==> src/hw/rx_port_irq_pkg.sv <==
// Purpose: Shared constants and carriers for the receive-port interrupt flag block.
// Assumes: Register space is 8-bit addressed, 8-bit data, as seen behind the serial control bus.
// Notes: Bit positions below are shared by enable and status registers of the same half.
package rx_port_irq_pkg;

	// Register offsets
	localparam logic [7:0] PORT_IRQ_ENABLE_HIGH_OFS = 8'hd8;
	localparam logic [7:0] PORT_IRQ_ENABLE_LOW_OFS = 8'hd9;
	localparam logic [7:0] PORT_IRQ_STATUS_HIGH_OFS = 8'hda;
	localparam logic [7:0] PORT_IRQ_STATUS_LOW_OFS = 8'hdb;

	// High half field positions (enable and status)
	localparam int ENCODING_ERROR_BIT = 2;
	localparam int CTRL_CHANNEL_SEQUENCE_BIT = 1;
	localparam int CTRL_CHANNEL_CHECKSUM_BIT = 0;

	// Low half field positions (enable and status)
	localparam int LINE_LENGTH_CHANGE_BIT = 6;
	localparam int LINE_COUNT_CHANGE_BIT = 5;
	localparam int RX_OVERFLOW_BIT = 4;
	localparam int PARITY_ERROR_BIT = 2;
	localparam int PORT_VALID_CHANGE_BIT = 1;
	localparam int LOCK_CHANGE_BIT = 0;

	// Implemented bits; everything else is reserved
	localparam logic [7:0] ENABLE_HIGH_MASK = 8'h07;
	localparam logic [7:0] ENABLE_LOW_MASK = 8'hff;
	localparam logic [7:0] STATUS_HIGH_MASK = 8'h07;
	localparam logic [7:0] STATUS_LOW_MASK = 8'h77;

	// Reset values
	localparam logic [7:0] ENABLE_HIGH_RESET = 8'h00;
	localparam logic [7:0] ENABLE_LOW_RESET = 8'h00;
	localparam logic [7:0] STATUS_HIGH_RESET = 8'h00;
	localparam logic [7:0] STATUS_LOW_RESET = 8'h00;

	// Event pulses from the receive-port detectors, one cycle each
	typedef struct packed {
		logic parity_error;
		logic encoding_error;
		logic ctrl_channel_sequence;
		logic ctrl_channel_checksum;
		logic line_length_change;
		logic line_count_change;
		logic rx_overflow;
	} rx_events_t;

	// Register access request
	typedef struct packed {
		logic wr;
		logic rd;
		logic [7:0] addr;
		logic [7:0] wdata;
	} reg_req_t;

	// Whole block state
	typedef struct packed {
		logic [7:0] enable_high;
		logic [7:0] enable_low;
		logic [7:0] status_high;
		logic [7:0] status_low;
		logic lock_prev;
		logic valid_prev;
		logic primed;
		logic [7:0] rdata;
		logic rvalid;
		logic irq;
	} irq_state_t;

endpackage

==> src/hw/rx_port_interrupt_flags.sv <==
// Purpose: Per receive-port interrupt enables, sticky status flags and interrupt request.
// Assumes: Event inputs, level inputs and register strobes come from logic on clock_i.
// Notes: Status flags clear only on reads of the two port status registers, signalled in.
//
// Contract
// Parity errors raise the port interrupt when low enable bit 2 is set.
// Port-valid changes either way raise interrupt when low enable bit 1 set.
// Every lock state change raises interrupt when low enable bit 0 set.
// High status bit 2 sets on encoding error, clears on status-two read.
// High status bit 1 sets on sequence error, clears on status-one read.
// High status bit 0 sets on control frame CRC fail, clears on status-one read.
// Low status bit 6 sets on line length change, clears on status-two read.
// Low status bit 5 sets on line count change, clears on status-two read.
// Low status bit 4 sets on buffer overflow, clears on status-two read.
// Low status bit 2 sets on parity error, clears on status-one read.
// Low status bit 0 sets on lock change, clears on status-one read.
// Low status bit 1 sets on port valid change, clears on status-one read.
// High enable register holds encoding, sequence and CRC interrupt enables.
// Low enable register holds line length, line count, overflow enables.
// Interrupt asserted while any enabled status bit set; reserved status reads zero.
`timescale 1ns/10ps
module rx_port_interrupt_flags
	import rx_port_irq_pkg::*;
(
	// Clock and reset
	input wire logic clock_i,
	input wire logic sys_rst_i,
	// Register access behind the serial control bus
	input wire reg_req_t reg_req_i,
	output logic [7:0] reg_rdata_o,
	output logic reg_rvalid_o,
	// Reads of the port status registers elsewhere in the port
	input wire logic port_status_one_read_i,
	input wire logic port_status_two_read_i,
	// Receive-port event sources
	input wire rx_events_t rx_events_i,
	input wire logic rx_lock_i,
	input wire logic rx_port_valid_i,
	// Interrupt request
	output logic port_irq_o
);

	irq_state_t s_q;
	irq_state_t s_d;

	// Address match, used for both reads and writes
	function automatic logic hit(input logic [7:0] addr, input logic [7:0] ofs);
		return addr == ofs;
	endfunction

	// Change detectors; suppressed in the first cycle after reset, since the
	// previous level is only a reset constant and would fake a change
	logic lock_change;
	logic valid_change;
	assign lock_change = s_q.primed && (rx_lock_i != s_q.lock_prev);
	assign valid_change = s_q.primed && (rx_port_valid_i != s_q.valid_prev);

	// Next-state logic
	always_comb begin
		logic [7:0] set_high;
		logic [7:0] set_low;
		logic [7:0] clr_high;
		logic [7:0] clr_low;
		s_d = s_q;
		set_high = 8'h00;
		set_low = 8'h00;
		clr_high = 8'h00;
		clr_low = 8'h00;
		s_d.lock_prev = rx_lock_i;
		s_d.valid_prev = rx_port_valid_i;
		s_d.primed = 1'b1;

		// Event sources onto status bit positions
		set_high[ENCODING_ERROR_BIT] = rx_events_i.encoding_error;
		set_high[CTRL_CHANNEL_SEQUENCE_BIT] = rx_events_i.ctrl_channel_sequence;
		set_high[CTRL_CHANNEL_CHECKSUM_BIT] = rx_events_i.ctrl_channel_checksum;
		set_low[LINE_LENGTH_CHANGE_BIT] = rx_events_i.line_length_change;
		set_low[LINE_COUNT_CHANGE_BIT] = rx_events_i.line_count_change;
		set_low[RX_OVERFLOW_BIT] = rx_events_i.rx_overflow;
		set_low[PARITY_ERROR_BIT] = rx_events_i.parity_error;
		set_low[LOCK_CHANGE_BIT] = lock_change;
		set_low[PORT_VALID_CHANGE_BIT] = valid_change;

		// Each status bit is cleared by the read of the register that reports it
		if (port_status_one_read_i) begin
			clr_high[CTRL_CHANNEL_SEQUENCE_BIT] = 1'b1;
			clr_high[CTRL_CHANNEL_CHECKSUM_BIT] = 1'b1;
			clr_low[PARITY_ERROR_BIT] = 1'b1;
			clr_low[LOCK_CHANGE_BIT] = 1'b1;
			clr_low[PORT_VALID_CHANGE_BIT] = 1'b1;
		end
		if (port_status_two_read_i) begin
			clr_high[ENCODING_ERROR_BIT] = 1'b1;
			clr_low[LINE_LENGTH_CHANGE_BIT] = 1'b1;
			clr_low[LINE_COUNT_CHANGE_BIT] = 1'b1;
			clr_low[RX_OVERFLOW_BIT] = 1'b1;
		end

		// Set wins over clear so an event in the clearing cycle is kept
		s_d.status_high = ((s_q.status_high & ~clr_high) | set_high) & STATUS_HIGH_MASK;
		s_d.status_low = ((s_q.status_low & ~clr_low) | set_low) & STATUS_LOW_MASK;

		// Enable register writes; high reserved bits are not stored
		if (reg_req_i.wr && hit(reg_req_i.addr, PORT_IRQ_ENABLE_HIGH_OFS)) begin
			s_d.enable_high = reg_req_i.wdata & ENABLE_HIGH_MASK;
		end
		if (reg_req_i.wr && hit(reg_req_i.addr, PORT_IRQ_ENABLE_LOW_OFS)) begin
			s_d.enable_low = reg_req_i.wdata & ENABLE_LOW_MASK;
		end

		// Read data one cycle after the strobe; unmapped addresses read zero
		s_d.rvalid = reg_req_i.rd;
		s_d.rdata = 8'h00;
		if (reg_req_i.rd) begin
			if (hit(reg_req_i.addr, PORT_IRQ_ENABLE_HIGH_OFS)) begin
				s_d.rdata = s_q.enable_high;
			end else if (hit(reg_req_i.addr, PORT_IRQ_ENABLE_LOW_OFS)) begin
				s_d.rdata = s_q.enable_low;
			end else if (hit(reg_req_i.addr, PORT_IRQ_STATUS_HIGH_OFS)) begin
				s_d.rdata = s_q.status_high;
			end else if (hit(reg_req_i.addr, PORT_IRQ_STATUS_LOW_OFS)) begin
				s_d.rdata = s_q.status_low;
			end
		end

		// Request follows the new flags so it rises with the status bit
		s_d.irq = |(s_d.status_high & s_d.enable_high) |
			|(s_d.status_low & s_d.enable_low);
	end

	// State register
	always_ff @(posedge clock_i) begin
		if (sys_rst_i) begin
			s_q.enable_high <= ENABLE_HIGH_RESET;
			s_q.enable_low <= ENABLE_LOW_RESET;
			s_q.status_high <= STATUS_HIGH_RESET;
			s_q.status_low <= STATUS_LOW_RESET;
			s_q.lock_prev <= 1'b0;
			s_q.valid_prev <= 1'b0;
			s_q.primed <= 1'b0;
			s_q.rdata <= 8'h00;
			s_q.rvalid <= 1'b0;
			s_q.irq <= 1'b0;
		end else begin
			s_q <= s_d;
		end
	end

	// Outputs straight from the state register
	assign reg_rdata_o = s_q.rdata;
	assign reg_rvalid_o = s_q.rvalid;
	assign port_irq_o = s_q.irq;

	// Checks
	AST_PARITY_IRQ: assert property (@(posedge clock_i) disable iff (sys_rst_i)
		rx_events_i.parity_error && s_d.enable_low[PARITY_ERROR_BIT] |=> port_irq_o)
		else $error("parity error with enable did not raise interrupt");

	AST_VALID_CHANGE: assert property (@(posedge clock_i) disable iff (sys_rst_i)
		s_q.primed && $changed(rx_port_valid_i) && s_q.enable_low[PORT_VALID_CHANGE_BIT]
		&& !reg_req_i.wr |=> s_q.status_low[PORT_VALID_CHANGE_BIT] && port_irq_o)
		else $error("port valid change not flagged");

	AST_LOCK_CHANGE: assert property (@(posedge clock_i) disable iff (sys_rst_i)
		s_q.primed && (rx_lock_i != s_q.lock_prev) |=> s_q.status_low[LOCK_CHANGE_BIT])
		else $error("lock change not flagged");

	AST_ENC_HOLD: assert property (@(posedge clock_i) disable iff (sys_rst_i)
		s_q.status_high[ENCODING_ERROR_BIT] && !port_status_two_read_i
		|=> s_q.status_high[ENCODING_ERROR_BIT])
		else $error("encoding flag lost without status two read");

	AST_SEQ_CLEAR: assert property (@(posedge clock_i) disable iff (sys_rst_i)
		port_status_one_read_i && !rx_events_i.ctrl_channel_sequence
		|=> !s_q.status_high[CTRL_CHANNEL_SEQUENCE_BIT])
		else $error("sequence flag not cleared by status one read");

	AST_CRC_SET_WINS: assert property (@(posedge clock_i) disable iff (sys_rst_i)
		rx_events_i.ctrl_channel_checksum |=> s_q.status_high[CTRL_CHANNEL_CHECKSUM_BIT])
		else $error("checksum event lost");

	AST_OVERFLOW_NOT_ONE: assert property (@(posedge clock_i) disable iff (sys_rst_i)
		s_q.status_low[RX_OVERFLOW_BIT] && port_status_one_read_i && !port_status_two_read_i
		|=> s_q.status_low[RX_OVERFLOW_BIT])
		else $error("overflow flag cleared by wrong register read");

	AST_LINE_LEN_CLEAR: assert property (@(posedge clock_i) disable iff (sys_rst_i)
		port_status_two_read_i && !rx_events_i.line_length_change
		|=> !s_q.status_low[LINE_LENGTH_CHANGE_BIT])
		else $error("line length flag not cleared");

	AST_RESERVED_ZERO: assert property (@(posedge clock_i) disable iff (sys_rst_i)
		reg_rvalid_o && $past(reg_req_i.addr) == PORT_IRQ_STATUS_LOW_OFS
		|-> reg_rdata_o[7] == 1'b0 && reg_rdata_o[3] == 1'b0)
		else $error("reserved status bit read nonzero");

	AST_IRQ_MASKED: assert property (@(posedge clock_i) disable iff (sys_rst_i)
		port_irq_o |-> |(s_q.status_high & s_q.enable_high) | |(s_q.status_low & s_q.enable_low))
		else $error("interrupt without enabled status");

	AST_ENABLE_WRITE: assert property (@(posedge clock_i) disable iff (sys_rst_i)
		reg_req_i.wr && reg_req_i.addr == PORT_IRQ_ENABLE_LOW_OFS
		|=> s_q.enable_low == $past(reg_req_i.wdata))
		else $error("low enable write not stored");

	// Set side of the remaining flags: an event always lands, whatever the enables say
	AST_ENC_SET: assert property (@(posedge clock_i) disable iff (sys_rst_i)
		rx_events_i.encoding_error |=> s_q.status_high[ENCODING_ERROR_BIT])
		else $error("encoding event lost");

	AST_SEQ_SET: assert property (@(posedge clock_i) disable iff (sys_rst_i)
		rx_events_i.ctrl_channel_sequence |=> s_q.status_high[CTRL_CHANNEL_SEQUENCE_BIT])
		else $error("sequence event lost");

	AST_LINE_LEN_SET: assert property (@(posedge clock_i) disable iff (sys_rst_i)
		rx_events_i.line_length_change |=> s_q.status_low[LINE_LENGTH_CHANGE_BIT])
		else $error("line length event lost");

	AST_LINE_CNT_SET: assert property (@(posedge clock_i) disable iff (sys_rst_i)
		rx_events_i.line_count_change |=> s_q.status_low[LINE_COUNT_CHANGE_BIT])
		else $error("line count event lost");

	AST_OVERFLOW_SET: assert property (@(posedge clock_i) disable iff (sys_rst_i)
		rx_events_i.rx_overflow |=> s_q.status_low[RX_OVERFLOW_BIT])
		else $error("overflow event lost");

	AST_PARITY_SET: assert property (@(posedge clock_i) disable iff (sys_rst_i)
		rx_events_i.parity_error |=> s_q.status_low[PARITY_ERROR_BIT])
		else $error("parity event lost");

	AST_VALID_SET: assert property (@(posedge clock_i) disable iff (sys_rst_i)
		valid_change |=> s_q.status_low[PORT_VALID_CHANGE_BIT])
		else $error("port valid change lost");

	// Clear side: the right read drops a flag unless a new event arrives with it
	AST_CRC_CLEAR: assert property (@(posedge clock_i) disable iff (sys_rst_i)
		port_status_one_read_i && !rx_events_i.ctrl_channel_checksum
		|=> !s_q.status_high[CTRL_CHANNEL_CHECKSUM_BIT])
		else $error("checksum flag not cleared by status one read");

	AST_LINE_CNT_CLEAR: assert property (@(posedge clock_i) disable iff (sys_rst_i)
		port_status_two_read_i && !rx_events_i.line_count_change
		|=> !s_q.status_low[LINE_COUNT_CHANGE_BIT])
		else $error("line count flag not cleared");

	AST_OVERFLOW_CLEAR: assert property (@(posedge clock_i) disable iff (sys_rst_i)
		port_status_two_read_i && !rx_events_i.rx_overflow
		|=> !s_q.status_low[RX_OVERFLOW_BIT])
		else $error("overflow flag not cleared");

	AST_PARITY_CLEAR: assert property (@(posedge clock_i) disable iff (sys_rst_i)
		port_status_one_read_i && !rx_events_i.parity_error
		|=> !s_q.status_low[PARITY_ERROR_BIT])
		else $error("parity flag not cleared");

	AST_LOCK_CLEAR: assert property (@(posedge clock_i) disable iff (sys_rst_i)
		port_status_one_read_i && !lock_change
		|=> !s_q.status_low[LOCK_CHANGE_BIT])
		else $error("lock change flag not cleared");

	AST_VALID_CLEAR: assert property (@(posedge clock_i) disable iff (sys_rst_i)
		port_status_one_read_i && !valid_change
		|=> !s_q.status_low[PORT_VALID_CHANGE_BIT])
		else $error("port valid flag not cleared");

	// A read of the other status register must leave the flag alone
	AST_PARITY_HOLD: assert property (@(posedge clock_i) disable iff (sys_rst_i)
		s_q.status_low[PARITY_ERROR_BIT] && !port_status_one_read_i
		|=> s_q.status_low[PARITY_ERROR_BIT])
		else $error("parity flag lost without status one read");

	// Enables and the request; masking is the only thing the enables do
	AST_ENABLE_HIGH_WRITE: assert property (@(posedge clock_i) disable iff (sys_rst_i)
		reg_req_i.wr && reg_req_i.addr == PORT_IRQ_ENABLE_HIGH_OFS
		|=> s_q.enable_high == ($past(reg_req_i.wdata) & ENABLE_HIGH_MASK))
		else $error("high enable write not stored");

	AST_LOCK_IRQ: assert property (@(posedge clock_i) disable iff (sys_rst_i)
		lock_change && s_q.enable_low[LOCK_CHANGE_BIT] && !reg_req_i.wr
		|=> s_q.status_low[LOCK_CHANGE_BIT] && port_irq_o)
		else $error("lock change with enable did not raise interrupt");

	AST_IRQ_OFF_MASKED: assert property (@(posedge clock_i) disable iff (sys_rst_i)
		s_q.enable_high == 8'h00 && s_q.enable_low == 8'h00 && !reg_req_i.wr |=> !port_irq_o)
		else $error("interrupt with all enables clear");

	AST_IRQ_FALLS_ON_READS: assert property (@(posedge clock_i) disable iff (sys_rst_i)
		port_status_one_read_i && port_status_two_read_i && rx_events_i == '0
		&& !lock_change && !valid_change |=> !port_irq_o)
		else $error("interrupt stayed after both status reads");

	AST_STATUS_HIGH_RESERVED: assert property (@(posedge clock_i) disable iff (sys_rst_i)
		reg_rvalid_o && $past(reg_req_i.addr) == PORT_IRQ_STATUS_HIGH_OFS
		|-> reg_rdata_o[7:3] == 5'h00)
		else $error("reserved high status bit read nonzero");

	// Main scenarios
	COV_IRQ_RAISED: cover property (@(posedge clock_i) disable iff (sys_rst_i)
		!port_irq_o ##1 port_irq_o);
	COV_SET_AND_CLEAR: cover property (@(posedge clock_i) disable iff (sys_rst_i)
		rx_events_i.parity_error && port_status_one_read_i);
	COV_IRQ_DROPS_ON_READ: cover property (@(posedge clock_i) disable iff (sys_rst_i)
		port_irq_o && port_status_two_read_i ##1 !port_irq_o);
	COV_LOCK_FALLS: cover property (@(posedge clock_i) disable iff (sys_rst_i)
		lock_change && !rx_lock_i);
	COV_ALL_FLAGS_SET: cover property (@(posedge clock_i) disable iff (sys_rst_i)
		s_q.status_high == STATUS_HIGH_MASK && s_q.status_low == STATUS_LOW_MASK);

endmodule

==> config.mk <==
export PLATFORM = sky130hd
export DESIGN_NAME = rx_port_interrupt_flags
export DESIGN_NICKNAME = d
export VERILOG_FILES = /design/src/hw/rx_port_irq_pkg.sv /design/src/hw/rx_port_interrupt_flags.sv
export SDC_FILE = /design/constraint.sdc
export NUM_CORES = 1
export LEC_CHECK = 0
export BUFFER_PORTS_ARGS = -buffer_cell sky130_fd_sc_hd__buf_2
export CORE_ASPECT_RATIO = 1.5
export CORE_MARGIN = 3
export CORE_UTILIZATION = 49
export DETAILED_ROUTE_END_ITERATION = 8
export PLACE_DENSITY = 0.81
export SYNTH_ARGS = -nofsm -noshare
export SYNTH_HDL_FRONTEND = slang
export SYNTH_SLANG_ARGS = --single-unit
==> constraint.sdc <==
create_clock -name clock_i -period 2.4 [get_ports clock_i]
set_input_delay 0.24 -clock clock_i [delete_from_list [all_inputs] [get_ports clock_i]]
set_output_delay 0.24 -clock clock_i [all_outputs]
set_load 0.02 [all_outputs]
==> impl_metrics.env <==
export IMPL_htreeDepth=2
export IMPL_hold_buffers=0
export IMPL_grtUsageTotal_pct=17.08
export IMPL_cts_sinks=33
export IMPL_place_congestion=0.8649
export IMPL_final_area_sq_um=1577
export IMPL_use_met3_pct=7.097
export IMPL_post_cts_resized=0
export IMPL_fmax_mhz=542.6
export IMPL_synth_seq_area_share_pct=49.62
export IMPL_crit_fanout=4
export IMPL_reg2reg_slack_ns=1.18
export IMPL_period_needed_ns=1.843
export IMPL_hold_violations=0
export IMPL_die_x_um=48.56
export IMPL_clk_latency_ns=0.33
export IMPL_die_y_um=69.84
export IMPL_holdPathStages=3
export IMPL_worstMarginPinSlew_ns=0.5568
export IMPL_worst_slack_ns=0.5569
export IMPL_p_leak_nw=0.7076
export IMPL_synth_area_mux_share_pct=15.88
export IMPL_finalSetupViolCount=0
export IMPL_synth_seq_cells=33
export IMPL_synthAdderAreaFrac_pct=0
export IMPL_syn_inst=123
export IMPL_synth_area_sq_um=1331
export IMPL_min_to="s_q[18]$_SDFF_PP0_"
export IMPL_initial_utilization_pct=52.57
export IMPL_finish_utilization_pct=62.25
export IMPL_synth_xor_area_share_pct=1.316
export IMPL_r2r_start="s_q[38]$_SDFF_PP0_"
export IMPL_fp_coreArea_sq_um=2532
export IMPL_cp_arrival_ns=2.05
export IMPL_avgSynthCellArea_sq_um=10.82
export IMPL_grt_overflow=0
export IMPL_num_vias=957
export IMPL_drc=0
export IMPL_rsz0062_at_grt="false"
export IMPL_grt_max_degree=20
export IMPL_synth_compound_area_share_pct=7.707
export IMPL_start_kind="input port"
export IMPL_grt_use_met2_pct=31.44
export IMPL_rows=22
export IMPL_wire_per_inst_um=13.27
export IMPL_avgViaCountPerCell=4.883
export IMPL_met1_usage_pct=15.03
export IMPL_synth_simple_gate_area_share_pct=18.23
export IMPL_insertedDiodeCount=0
export IMPL_synth_warnings=0
export IMPL_max_slew_margin_rel_pct=62.54
export IMPL_dpl_hpwl_mm=2.144
export IMPL_clock_tree_root_cell="clkbuf_4"
export IMPL_cp_required_ns=2.61
export IMPL_ioPinCount=41
export IMPL_worstHoldPathType="in2reg"
export IMPL_first_pass_iters=4
export IMPL_grt_pass1_vias=1006
export IMPL_nets=190
export IMPL_synthesis_nets=154
export IMPL_grt_pass1_wl_mm=4.278
export IMPL_critPathKind="in2reg"
export IMPL_fin_crit_sh_pct=76.80
export IMPL_power_total_mw=0.9936
export IMPL_portBuffers=40
export IMPL_postCtsSetupRepairBufs=0
export IMPL_dieArea_sq_um=3391
export IMPL_drt_initial_drc_count=15
export IMPL_skew_ns=0.006691
export IMPL_grt_antenna_before_repair=0
export IMPL_reg2reg_to="port_irq_o$_SDFF_PP0_"
export IMPL_clk_pin_slew_ns=0.10
export IMPL_top_usage_layer="met2"
export IMPL_synth_top_family_by_area="simple AND/OR/NAND/NOR gates"
export IMPL_finalWirelength_mm=2.601
export IMPL_syn_to_final_growth_pct=18.42
export IMPL_slew_violations=0
export IMPL_layout_drive_gt1_share_pct=36.25
export IMPL_min_from="rx_events_i[1]"
export IMPL_numCtsBuffers=5
export IMPL_dpl_instance_area_sq_um=1506
export IMPL_power_density_nw_per_um2=630.3
export IMPL_peakVddDrop_v=0.0003980
export IMPL_maxCapViolCount=0
export IMPL_cts_max_path_buffers=2
export IMPL_postRouteAntennaNets=0
export IMPL_cp_end_kind="flip-flop"
export IMPL_dpl_worst_slack_ns=0.1771
export IMPL_status="completed"
export IMPL_fin_setup_tns_ns=0
export IMPL_cts_tree="built"
export IMPL_ys_types=28
export IMPL_r2r_cells=3
[Yosys cell counts]
library cell / instances / share of area [%]
buf_1: 1 / 0.28
a21o_1: 3 / 1.7
nand2_1: 2 / 0.56
nor2_1: 17 / 4.8
mux2_2: 3 / 2.5
and2_1: 6 / 2.8
buf_4: 8 / 4.5
inv_1: 5 / 1.4
nand2b_1: 1 / 0.47
nor4_4: 1 / 1.6
buf_2: 2 / 0.75
o22a_1: 3 / 2.0
mux2i_1: 11 / 8.3
xor2_1: 2 / 1.3
and4_1: 2 / 1.3
nor4_1: 1 / 0.47
nand4_1: 1 / 0.47
clkbuf_1: 1 / 0.28
a222oi_1: 1 / 0.75
a21oi_1: 4 / 1.5
nor3_1: 1 / 0.38
nand4bb_4: 1 / 2.1
dfxtp_1: 33 / 50
a22oi_1: 2 / 1.1
nor2b_1: 6 / 2.8
or2_2: 1 / 0.47
a41oi_1: 1 / 0.66
mux4_2: 3 / 5.1
[critical path: stages]
cell	delay [ns]
buf_2	0.10
nand4bb_4	0.25
nor4_1	0.54
mux2_2	0.41
a222oi_1	0.34
a41oi_1	0.16
[registers in the layout, summed over array words and instances, names as in the netlist]
signal,flops
s_q,23
reg_rdata_o,8
port_irq_o,1
reg_rvalid_o,1
[worst max path at each step]
stage / endpoint / slack (ns) / startpoint
finish: port_irq_o$_SDFF_PP0_ / 0.56 / reg_req_i[13]
floorplan: port_irq_o$_SDFF_PP0_ / 0.48 / reg_req_i[13]
detailed placement: port_irq_o$_SDFF_PP0_ / 0.18 / reg_req_i[13]
global placement: port_irq_o$_SDFF_PP0_ / 0.30 / reg_req_i[13]
global route: port_irq_o$_SDFF_PP0_ / 0.44 / reg_req_i[13]
CTS: port_irq_o$_SDFF_PP0_ / 0.56 / reg_req_i[13]
[layout make-up]
type | instances | area (sq um)
clock buffer | 7 | 65.06
tap | 36 | 45.04
sequential | 33 | 660.6
inverter | 5 | 18.77
fill | 231 | 955.9
timing repair buffer | 41 | 207.7
clock inverter | 1 | 5.005
multi-input combinational | 73 | 574.3
[routing by layer]
layer | share of wire [%] | routed length, um | vias up
li1 | - | - | 487
met1 | 36 | 924 | 430
met2 | 55 | 1434 | 32
met3 | 6.4 | 166 | 8
met4 | 3.0 | 77 | 0
met5 | 0 | 0 | -
[stage by stage]
stage                     hold slack [ns]  cells
after floorplan                    0.3682    123
after global placement             0.4719    188
after detailed placement           0.4841    188
after CTS                          0.1253    196
after global routing               0.1259    196
final                              0.1309    196
[report_power, final]
group	leakage, nW	internal (mW)	switching (mW)	total (mW)
logic	0.397	0.0404	0.0400	0.0804
clock network	0.0413	0.170	0.175	0.345
registers	0.269	0.561	0.00706	0.568
total	0.708	0.771	0.222	0.994
[cells by family (layout without fill, tap and decap cells)]
kind of cell	Yosys count	after routing
AND/OR/NAND/NOR	40	40
buffers and inverters	17	54
multiplexers	17	17
AO/OA/AOI/OAI	14	14
XOR/XNOR	2	2
flip-flops	33	33
[cell usage in the layout (no fill, tap or decap), drive strengths merged]
cell type	synthesis	final
dfxtp	33	33
nand2b	1	1
mux2i	11	11
nand2	2	2
a222oi	1	1
nand4bb	1	1
xor2	2	2
nor2	17	17
and2	6	6
clkinv	0	1
a22oi	2	2
and4	2	2
o22a	3	3
nand4	1	1
mux2	3	3
mux4	3	3
inv	5	5
clkbuf	1	7
buf	11	41
a41oi	1	1
nor4	2	2
or2	1	1
a21oi	4	4
nor3	1	1
nor2b	6	6
a21o	3	3
Note: power is estimated with default switching activity, not from simulation.
